## src/common/tws_params.svh

```systemverilog
// constants for the two-wire slave receiver: offsets, fields, resets, status codes
`ifndef TWS_PARAMS_SVH
`define TWS_PARAMS_SVH

// ==================================================================
// register offsets (word index on the plain register port)
`define TWS_OFS_OWN_ADDR   3'h0
`define TWS_OFS_CONTROL    3'h1
`define TWS_OFS_STATE      3'h2
`define TWS_OFS_BYTE       3'h3

// ==================================================================
// control register fields
`define TWS_CTL_STEP_DONE  7
`define TWS_CTL_ACK_EN     6
`define TWS_CTL_START_REQ  5
`define TWS_CTL_STOP_REQ   4
`define TWS_CTL_WCOL       3
`define TWS_CTL_IF_EN      2
`define TWS_CTL_IRQ_EN     0

// ==================================================================
// reset values
`define TWS_RST_OWN_ADDR   8'hFE
`define TWS_RST_CONTROL    8'h00
`define TWS_RST_BYTE       8'hFF

// ==================================================================
// status codes, prescaler bits zero
`define TWS_ST_OWN_W       8'h60
`define TWS_ST_ARB_OWN_W   8'h68
`define TWS_ST_GC          8'h70
`define TWS_ST_ARB_GC      8'h78
`define TWS_ST_DATA_ACK    8'h80
`define TWS_ST_DATA_NACK   8'h88
`define TWS_ST_GC_ACK      8'h90
`define TWS_ST_GC_NACK     8'h98
`define TWS_ST_IDLE        8'hF8
`define TWS_ST_PRESC_MASK  8'hF8

// ==================================================================
// bus constants
`define TWS_GC_ADDR        7'h00
`define TWS_BITS_PER_BYTE  4'h8

`endif

```

## src/common/tws_pkg.sv

```systemverilog
// types shared by the two-wire slave receiver
package tws_pkg;

    // ==============================================================
    // receiver sequencer, gray coded along the usual path
    typedef enum logic [2:0] {
        TWS_IDLE     = 3'h0,
        TWS_ADDR     = 3'h1,
        TWS_ADDR_ACK = 3'h3,
        TWS_DATA     = 3'h2,
        TWS_DATA_ACK = 3'h6
    } tws_state_t;

    // ==============================================================
    // one request on the plain register port
    typedef struct packed {
        logic       wr;
        logic       rd;
        logic [2:0] addr;
        logic [7:0] wdata;
    } tws_bus_req_t;

    // ==============================================================
    // one open-drain pin toward the pad: oe_n low means pulled low
    typedef struct packed {
        logic out;
        logic oe_n;
    } tws_pin_drv_t;

endpackage

```

## src/tws_slave_rx.sv

```systemverilog
// two-wire slave receiver with register port, address match and clock stretching
`timescale 1ns/1ps
`default_nettype none
`include "tws_params.svh"

// What this block does
// - answer when upper seven own-address bits equal received address
// - own-address bit zero set enables answering general call address 0x00
// - acknowledge own or general call address only while ack enable is one
// - once addressed, write direction enters receive mode, read enters transmit mode
// - own address with write bit sets step flag and valid status
// - status always reported with prescaler bits reading zero
// - status 0x60 after own address write acknowledged
// - status 0x68 when addressed for write after master arbitration loss
// - status 0x70 after general call acknowledged
// - status 0x78 when general call follows master arbitration loss
// - status 0x80 after acknowledged data byte, byte readable in data register
// - after flag clear, next byte is acked per ack enable
// - ack enable cleared mid transfer gives NACK after next data byte
// - ack enable zero ignores own address but bus stays monitored
// - in deep sleep with ack enable set, address still matched and acked
// - after a sleep match, SCL held low until flag cleared by one
// - data register need not hold last bus byte after wake-up
// - status 0x88 after NACKed own data byte, then not-addressed mode
// - status 0x90 after acknowledged general call data byte
module tws_slave_rx
    import tws_pkg::*;
(
    input  wire logic              sys_clk,
    input  wire logic              rst,
    input  wire tws_pkg::tws_bus_req_t bus_req,
    output var  logic [7:0]        rdata,
    input  wire logic              scl_in,
    output var  tws_pkg::tws_pin_drv_t scl_drv,
    input  wire logic              sda_in,
    output var  tws_pkg::tws_pin_drv_t sda_drv,
    input  wire logic              arb_lost,
    input  wire logic              deep_sleep,
    output var  logic              wake_request,
    output var  logic              target_transmit_mode,
    output var  logic              irq
);
    import tws_pkg::*;

    // ==============================================================
    // helpers
    function automatic logic addr_hit(input logic [7:0] rx, input logic [7:0] own);
        addr_hit = (rx[7:1] == own[7:1]) || (own[0] && rx[7:1] == `TWS_GC_ADDR);
    endfunction

    function automatic logic [7:0] rx_status(input logic gc, input logic acked);
        if (gc) begin
            rx_status = acked ? `TWS_ST_GC_ACK : `TWS_ST_GC_NACK;
        end else begin
            rx_status = acked ? `TWS_ST_DATA_ACK : `TWS_ST_DATA_NACK;
        end
    endfunction

    // ==============================================================
    // registers
    logic [7:0]  own_slave_address;
    logic [7:0]  bus_byte_register;
    logic [7:0]  bus_state_register;
    logic        step_done_flag;
    logic        ack_enable;
    logic        start_request;
    logic        stop_request;
    logic        interface_enable;
    logic        irq_enable;
    localparam logic [7:0] CTL_RST = `TWS_RST_CONTROL;

    // ==============================================================
    // pin synchronisers and edge finding
    logic        scl_meta, scl_sync, scl_prev;
    logic        sda_meta, sda_sync, sda_prev;
    logic        scl_rise, scl_fall, bus_start, bus_stop;

    always_ff @(posedge sys_clk or posedge rst) begin
        if (rst) begin
            scl_meta <= 1'b1;
            scl_sync <= 1'b1;
            scl_prev <= 1'b1;
            sda_meta <= 1'b1;
            sda_sync <= 1'b1;
            sda_prev <= 1'b1;
        end else begin
            scl_meta <= scl_in;
            scl_sync <= scl_meta;
            scl_prev <= scl_sync;
            sda_meta <= sda_in;
            sda_sync <= sda_meta;
            sda_prev <= sda_sync;
        end
    end

    assign scl_rise  = scl_sync & ~scl_prev;
    assign scl_fall  = ~scl_sync & scl_prev;
    // data moving while the clock is high marks start and stop
    assign bus_start = scl_sync & scl_prev & sda_prev & ~sda_sync;
    assign bus_stop  = scl_sync & scl_prev & ~sda_prev & sda_sync;

    // ==============================================================
    // receive sequencer
    tws_state_t  state;
    logic [3:0]  bit_cnt;
    logic [7:0]  shift;
    logic        gc_mode;
    logic        acked;
    logic        arb_seen;
    logic        ctl_write, flag_clear, flag_set;
    logic        byte_done, addr_match, ack_data;

    assign ctl_write  = bus_req.wr && bus_req.addr == `TWS_OFS_CONTROL;
    assign flag_clear = ctl_write && bus_req.wdata[`TWS_CTL_STEP_DONE];
    assign byte_done  = scl_fall && bit_cnt == `TWS_BITS_PER_BYTE;
    // enable and ack enable gate recognition; with ack enable zero the bus is still followed, with enable zero the sequencer stays idle
    assign addr_match = addr_hit(shift, own_slave_address) && ack_enable
                        && interface_enable;
    assign ack_data   = ack_enable;
    assign flag_set   = scl_fall && (state == TWS_ADDR_ACK || state == TWS_DATA_ACK);

    always_ff @(posedge sys_clk or posedge rst) begin
        if (rst) begin
            state   <= TWS_IDLE;
            bit_cnt <= 4'h0;
            shift   <= 8'h00;
            gc_mode <= 1'b0;
            acked   <= 1'b0;
        end else if (!interface_enable || bus_stop) begin
            state   <= TWS_IDLE;
            bit_cnt <= 4'h0;
        end else if (bus_start) begin
            state   <= TWS_ADDR;
            bit_cnt <= 4'h0;
        end else begin
            if (scl_rise && (state == TWS_ADDR || state == TWS_DATA)) begin
                shift   <= {shift[6:0], sda_sync};
                bit_cnt <= bit_cnt + 4'h1;
            end
            case (state)
                TWS_ADDR: begin
                    if (byte_done) begin
                        bit_cnt <= 4'h0;
                        gc_mode <= shift[7:1] == `TWS_GC_ADDR;
                        // write direction continues here; read belongs to the transmitter
                        state   <= (addr_match && !shift[0]) ? TWS_ADDR_ACK : TWS_IDLE;
                    end
                end
                TWS_ADDR_ACK: begin
                    if (scl_fall) begin
                        state <= TWS_DATA;
                    end
                end
                TWS_DATA: begin
                    if (byte_done) begin
                        bit_cnt <= 4'h0;
                        acked   <= ack_data;
                        state   <= TWS_DATA_ACK;
                    end
                end
                TWS_DATA_ACK: begin
                    if (scl_fall) begin
                        state <= acked ? TWS_DATA : TWS_IDLE;
                    end
                end
                default: begin
                    state <= TWS_IDLE;
                end
            endcase
        end
    end

    // ==============================================================
    // arbitration loss from the master side colours the next address status
    always_ff @(posedge sys_clk or posedge rst) begin
        if (rst) begin
            arb_seen <= 1'b0;
        end else if (arb_lost) begin
            arb_seen <= 1'b1;
        end else if (flag_set || bus_stop) begin
            arb_seen <= 1'b0;
        end
    end

    // ==============================================================
    // transmit direction hand-off
    always_ff @(posedge sys_clk or posedge rst) begin
        if (rst) begin
            target_transmit_mode <= 1'b0;
        end else if (state == TWS_ADDR && byte_done && addr_match && shift[0]) begin
            target_transmit_mode <= 1'b1;
        end else if (bus_stop || bus_start || !interface_enable) begin
            target_transmit_mode <= 1'b0;
        end
    end

    // ==============================================================
    // step flag and status
    always_ff @(posedge sys_clk or posedge rst) begin
        if (rst) begin
            step_done_flag <= 1'b0;
        end else if (flag_set) begin
            step_done_flag <= 1'b1;
        end else if (flag_clear) begin
            step_done_flag <= 1'b0;
        end
    end

    always_ff @(posedge sys_clk or posedge rst) begin
        if (rst) begin
            bus_state_register <= `TWS_ST_IDLE;
        end else if (flag_set && state == TWS_ADDR_ACK) begin
            if (gc_mode) begin
                bus_state_register <= arb_seen ? `TWS_ST_ARB_GC : `TWS_ST_GC;
            end else begin
                bus_state_register <= arb_seen ? `TWS_ST_ARB_OWN_W : `TWS_ST_OWN_W;
            end
        end else if (flag_set) begin
            bus_state_register <= rx_status(gc_mode, acked);
        end else if (flag_clear) begin
            bus_state_register <= `TWS_ST_IDLE;
        end
    end

    // a byte caught while the core sleeps is dropped; software must not trust it
    always_ff @(posedge sys_clk or posedge rst) begin
        if (rst) begin
            bus_byte_register <= `TWS_RST_BYTE;
        end else if (flag_set && state == TWS_DATA_ACK && !deep_sleep) begin
            bus_byte_register <= shift;
        end else if (bus_req.wr && bus_req.addr == `TWS_OFS_BYTE) begin
            bus_byte_register <= bus_req.wdata;
        end
    end

    // ==============================================================
    // sleep wake-up: match still works on the sampled bus clock
    always_ff @(posedge sys_clk or posedge rst) begin
        if (rst) begin
            wake_request <= 1'b0;
        end else if (deep_sleep && state == TWS_ADDR && byte_done && addr_match) begin
            wake_request <= 1'b1;
        end else if (!deep_sleep) begin
            wake_request <= 1'b0;
        end
    end

    // ==============================================================
    // pin drive: ack pulls data low, a pending step holds the clock low unless the sequencer is idle
    always_ff @(posedge sys_clk or posedge rst) begin
        if (rst) begin
            sda_drv <= '{out: 1'b0, oe_n: 1'b1};
            scl_drv <= '{out: 1'b0, oe_n: 1'b1};
        end else begin
            sda_drv.out  <= 1'b0;
            scl_drv.out  <= 1'b0;
            sda_drv.oe_n <= !((state == TWS_ADDR_ACK) || (state == TWS_DATA_ACK && acked));
            // long wake-up start times stretch the bus for just as long
            scl_drv.oe_n <= !(step_done_flag && !flag_clear && state != TWS_IDLE);
        end
    end

    // ==============================================================
    // register port
    always_ff @(posedge sys_clk or posedge rst) begin
        if (rst) begin
            own_slave_address <= `TWS_RST_OWN_ADDR;
        end else if (bus_req.wr && bus_req.addr == `TWS_OFS_OWN_ADDR) begin
            own_slave_address <= bus_req.wdata;
        end
    end

    // software prepares reception through these bits
    always_ff @(posedge sys_clk or posedge rst) begin
        if (rst) begin
            ack_enable       <= CTL_RST[`TWS_CTL_ACK_EN];
            start_request    <= 1'b0;
            stop_request     <= 1'b0;
            interface_enable <= 1'b0;
            irq_enable       <= 1'b0;
        end else if (ctl_write) begin
            ack_enable       <= bus_req.wdata[`TWS_CTL_ACK_EN];
            start_request    <= bus_req.wdata[`TWS_CTL_START_REQ];
            stop_request     <= bus_req.wdata[`TWS_CTL_STOP_REQ];
            interface_enable <= bus_req.wdata[`TWS_CTL_IF_EN];
            irq_enable       <= bus_req.wdata[`TWS_CTL_IRQ_EN];
        end
    end

    always_ff @(posedge sys_clk or posedge rst) begin
        if (rst) begin
            rdata <= 8'h00;
        end else if (bus_req.rd) begin
            case (bus_req.addr)
                `TWS_OFS_OWN_ADDR: rdata <= own_slave_address;
                `TWS_OFS_CONTROL:  rdata <= {step_done_flag, ack_enable, start_request,
                                             stop_request, 1'b0, interface_enable,
                                             1'b0, irq_enable};
                `TWS_OFS_STATE:    rdata <= bus_state_register & `TWS_ST_PRESC_MASK;
                `TWS_OFS_BYTE:     rdata <= bus_byte_register;
                default:           rdata <= 8'h00;
            endcase
        end else begin
            rdata <= 8'h00;
        end
    end

    always_ff @(posedge sys_clk or posedge rst) begin
        if (rst) begin
            irq <= 1'b0;
        end else begin
            irq <= step_done_flag && irq_enable;
        end
    end
endmodule
`default_nettype wire

```

## config.mk

```make
export PLATFORM = sky130hd
export DESIGN_NAME = tws_slave_rx
export DESIGN_NICKNAME = d
export VERILOG_FILES = /design/src/common/tws_pkg.sv /design/src/tws_slave_rx.sv
export VERILOG_INCLUDE_DIRS = /design/src /design/src/common
export SDC_FILE = /design/constraint.sdc
export NUM_CORES = 1
export LEC_CHECK = 0
export ABC_AREA = 1
export BUFFER_PORTS_ARGS = -buffer_cell sky130_fd_sc_hd__buf_2
export CORE_UTILIZATION = 62
export DETAILED_ROUTE_END_ITERATION = 12
export PLACE_DENSITY_LB_ADDON = 0.25
export REMOVE_ABC_BUFFERS = 1
export SLEW_MARGIN = 0
export SYNTH_ARGS = -nofsm -noshare
export SYNTH_HDL_FRONTEND = slang
export SYNTH_SLANG_ARGS = --single-unit
```

## constraint.sdc

```tcl
create_clock -name sys_clk -period 4.75 [get_ports sys_clk]
set_clock_uncertainty 0.2 [all_clocks]
set_input_delay 0.2375 -clock sys_clk [delete_from_list [all_inputs] [get_ports sys_clk]]
set_output_delay 0.2375 -clock sys_clk [all_outputs]
set_load 0.1 [all_outputs]
```

==> impl_metrics.tcl <==
set metrics [dict create \
    final.setup.tns_ns 0 \
    min-delay-start "bus_req[10]" \
    critical_path_arrival_ns 2.21 \
    power_w 0.00131 \
    syn-cell-area_um2 3050 \
    hpwlAfterDp_mm 4.62 \
    grt_start_max_net_pins 64 \
    clock_tree_from_tritoncts "yes" \
    reg2reg_to "bus_byte_register[1]" \
    placement_rows 25 \
    timing.final.setup_violations 0 \
    globalRoute.totalOverflow 0 \
    detailedRoute.firstIterationViolations 242 \
    maximum_net_fanout_on_the_critical_path 8 \
    iteration_count_of_the_initial_detailed_routing_pass 4 \
    vias 2516 \
    path_class "primary input to flip-flop" \
    cp_slowest_cell "sky130_fd_sc_hd__dlygate4sd3_1" \
    floorplan.die_area_um2 5200 \
    first_global_vias 2332 \
    final_min_period_over_clock_period_pct 44.4 \
    synth_warnings 0 \
    placedCellCount 441 \
    holdPathStages 4 \
    syn_inst 347 \
    h_tree_depth 3 \
    synthToLayoutAreaGrowth_pct 19.0 \
    fmax_ghz 0.474 \
    grt_first_pass_wirelength_mm 11.1 \
    antenna_found_initial 0 \
    clkTransAtPathRegs_ns 0.07 \
    numCtsBuffers 9 \
    post_cts_buffers 0 \
    syn-mean-instance-area_um2 8.78 \
    vias_per_cell 5.30 \
    clock_insertion_delay_worst_skew_ns 0.35 \
    cp-end-kind "flip-flop" \
    yosysUniqueCellTypes 38 \
    relSlewSlack_pct 49.7 \
    final_antenna_net_count 0 \
    finalNetCount 424 \
    grt_use_total_pct 28.8 \
    die-height_um 72.1 \
    numClockSinks 63 \
    critPathMaxStageDelay_ns 0.60 \
    area_of_the_core_um2 4720 \
    leakagePower_nw 1.76 \
    post_cts_resize_count 0 \
    drt-wirelength-per-cell_um 14.0 \
    peak_supply_drop_mv 0.267 \
    worst-r2r-setup-slack_ns 2.73 \
    critical_path.cell_chain "dlygate4sd3_1, buf_2, nor2_1, nand2_1, inv_1, nand3_1, dlygate4sd3_1, nand2_1" \
    route.detailed.drc 0 \
    timing.reg2reg.worst_path_depth 7 \
    place.port_buffers 31 \
    num_antenna_cells 0 \
    timing.final.crit_period_ns 2.11 \
    clockRootBuffer "sky130_fd_sc_hd__clkbuf_8" \
    fin_cells 475 \
    grt_setup_unrepaired "no" \
    final-hold-violation-count 0 \
    place.gp.congestion 0.836 \
    die_w_um 72.1 \
    timing.hold.worst.class "primary input to flip-flop" \
    worst-slew-pin-transition_ns 0.755 \
    outcome "complete, no violations" \
    max-clock-path-buffers 2 \
    slew_viol_final 0 \
    maxCapViolations 0 \
    power_density_nw_per_um2 361 \
    critPathLaunchType "primary input" \
    critPathRequiredTime_ns 4.85 \
    synth_sequential_area_ratio_pct 52.8 \
    synth-seq-cells 63 \
    critical_path.reg2reg.startpoint "scl_prev" \
    ioPinCount 34 \
    worstHoldEndpoint "rdata[1]" \
    drive_gt1_share_pct 27.5 \
    postRouteWirelength_mm 6.66 \
    start_util_pct 64.5 \
]
==> cell usage in the layout, fill, tap and decap left out, types with 2 or more instances in the layout <==
| cell type | Yosys | layout |
|---|---|---|
| sky130_fd_sc_hd__nor2_4 | 3 | 3 |
| sky130_fd_sc_hd__a221oi_1 | 2 | 2 |
| sky130_fd_sc_hd__a21oi_2 | 3 | 3 |
| sky130_fd_sc_hd__clkbuf_8 | 0 | 13 |
| sky130_fd_sc_hd__dfstp_2 | 27 | 27 |
| sky130_fd_sc_hd__o221ai_1 | 5 | 5 |
| sky130_fd_sc_hd__o22ai_1 | 5 | 5 |
| sky130_fd_sc_hd__conb_1 | 1 | 2 |
| sky130_fd_sc_hd__nand2_2 | 4 | 4 |
| sky130_fd_sc_hd__a211oi_1 | 4 | 4 |
| sky130_fd_sc_hd__o21ai_2 | 11 | 11 |
| sky130_fd_sc_hd__dfrtp_1 | 36 | 36 |
| sky130_fd_sc_hd__nor2_2 | 5 | 5 |
| sky130_fd_sc_hd__nor3_1 | 3 | 3 |
| sky130_fd_sc_hd__nand4_1 | 3 | 3 |
| sky130_fd_sc_hd__nand3_2 | 2 | 2 |
| sky130_fd_sc_hd__o21bai_1 | 2 | 2 |
| sky130_fd_sc_hd__nand3_1 | 12 | 12 |
| sky130_fd_sc_hd__ha_1 | 2 | 2 |
| sky130_fd_sc_hd__nor2_1 | 28 | 28 |
| sky130_fd_sc_hd__dlygate4sd3_1 | 0 | 18 |
| sky130_fd_sc_hd__nand2_1 | 69 | 69 |
| sky130_fd_sc_hd__inv_2 | 5 | 6 |
| sky130_fd_sc_hd__buf_2 | 2 | 31 |
| sky130_fd_sc_hd__o21ai_0 | 18 | 18 |
| sky130_fd_sc_hd__inv_1 | 61 | 60 |
| sky130_fd_sc_hd__a21oi_1 | 19 | 19 |
==> Yosys cell counts <==
library cell               instances  area (um2)
sky130_fd_sc_hd__nand2_1          69         259
sky130_fd_sc_hd__a22oi_1           1        7.51
sky130_fd_sc_hd__inv_1            61         229
sky130_fd_sc_hd__nand3_1          12        60.1
sky130_fd_sc_hd__ha_1              2        25.0
sky130_fd_sc_hd__xor2_1            1        8.76
sky130_fd_sc_hd__nand4_1           3        18.8
sky130_fd_sc_hd__nand2_4           1        11.3
sky130_fd_sc_hd__nand3_2           2        20.0
sky130_fd_sc_hd__o21ai_2          11        96.3
sky130_fd_sc_hd__xnor2_1           1        8.76
sky130_fd_sc_hd__nand3_4           1        17.5
sky130_fd_sc_hd__buf_4             2        15.0
sky130_fd_sc_hd__conb_1            1        3.75
sky130_fd_sc_hd__a21oi_1          19        95.1
sky130_fd_sc_hd__buf_2             2        10.0
sky130_fd_sc_hd__o21ai_0          18        90.1
sky130_fd_sc_hd__a221oi_1          2        17.5
sky130_fd_sc_hd__o311ai_0          1        8.76
sky130_fd_sc_hd__o22ai_1           5        31.3
sky130_fd_sc_hd__buf_6             2        22.5
sky130_fd_sc_hd__nor3_2            1        10.0
sky130_fd_sc_hd__clkinv_4          1        8.76
sky130_fd_sc_hd__dfrtp_1          36         901
sky130_fd_sc_hd__nor2_1           28         105
sky130_fd_sc_hd__nor2_4            3        33.8
sky130_fd_sc_hd__a31oi_1           1        6.26
sky130_fd_sc_hd__o221ai_1          5        43.8
sky130_fd_sc_hd__o211ai_1          1        7.51
sky130_fd_sc_hd__inv_2             5        18.8
sky130_fd_sc_hd__nand2_2           4        25.0
sky130_fd_sc_hd__nor3_1            3        15.0
sky130_fd_sc_hd__a211oi_1          4        30.0
sky130_fd_sc_hd__o21ai_1           1        5.00
sky130_fd_sc_hd__a21oi_2           3        26.3
sky130_fd_sc_hd__o21bai_1          2        15.0
sky130_fd_sc_hd__dfstp_2          27         709
sky130_fd_sc_hd__nor2_2            5        31.3
==> per-stage QoR <==
stage          hold slack [ns]  util [%]  worst slack [ns]  instance area (um2)
6_report                0.0315      76.8              2.64                 3630
5_1_grt                 0.0553      76.8              2.56                 3630
4_1_cts                 0.0164      76.8              2.74                 3630
3_5_place_dp             0.145      68.8              2.81                 3250
3_3_place_gp             0.142      68.8              2.95                 3250
2_1_floorplan           0.0420         -              2.79                 3000
==> layout make-up <==
| type | count | area (um2) |
|---|---|---|
| Clock buffer | 14 | 183 |
| Timing Repair Buffer | 50 | 343 |
| Sequential cell | 63 | 1610 |
| Fill cell | 351 | 1100 |
| Tap cell | 67 | 83.8 |
| Inverter | 67 | 256 |
| Clock inverter | 2 | 12.5 |
| Multi-Input combinational cell | 212 | 1140 |
==> flip-flops by register name, indices dropped and copies added (netlist names), 3 cells and up <==
register / cells
bus_byte_register: 8
bit_cnt: 4
own_slave_address: 8
shift: 8
rdata: 8
state: 3
bus_state_register: 4
==> kinds of logic (layout without fill, tap and decap cells) <==
family          after synthesis  count (layout)  synth area share [%]
simple gates                132             132                  19.9
fa+ha+maj                     2               2                 0.821
xor+xnor                      2               2                 0.575
flops                        63              63                  52.8
compound gates               74              74                  15.8
buf+inv                      73             133                  9.98
other cells                   1               2                 0.123
==> power breakdown <==
| group | internal, W | switching, W |
|---|---|---|
| sequential | 0.000608 | 0.0000348 |
| combinational | 0.0000666 | 0.000151 |
| clock | 0.000246 | 0.000202 |
==> critical path, delay by kind of cell <==
kind,cells,cell delay [ns]
buffers and inverters,4,1.51
and+or+nand+nor,4,0.46
==> how the worst max path moves through the flow <==
stage / slack, ns / end / from / cells after the start
CTS: 2.74 / own_slave_address[2] / bus_req[9] / 8
floorplan: 2.79 / ack_data / rst / 1
global placement: 2.95 / bus_byte_register[5] / bus_req[10] / 7
finish: 2.64 / own_slave_address[2] / bus_req[9] / 8
detailed placement: 2.81 / bus_byte_register[1] / scl_prev / 7
global route: 2.56 / bus_byte_register[4] / bus_req[9] / 7
==> timing repair <==
item                                    4_1_cts  5_1_grt
hold buffers                                 18        0
endpoints found under the setup margin        0        0
hold endpoints to repair                     61        0
==> layer usage <==
metal  track usage [%]  vias to the layer above  share of wire [%]
li1                  -                     1223                  -
met1              39.8                     1184                 44
met2              42.6                       95                 46
met3              7.36                       14                7.1
met4              14.2                        0                2.4
met5                 0                        -                  0
(Power assumes the default switching activity.)
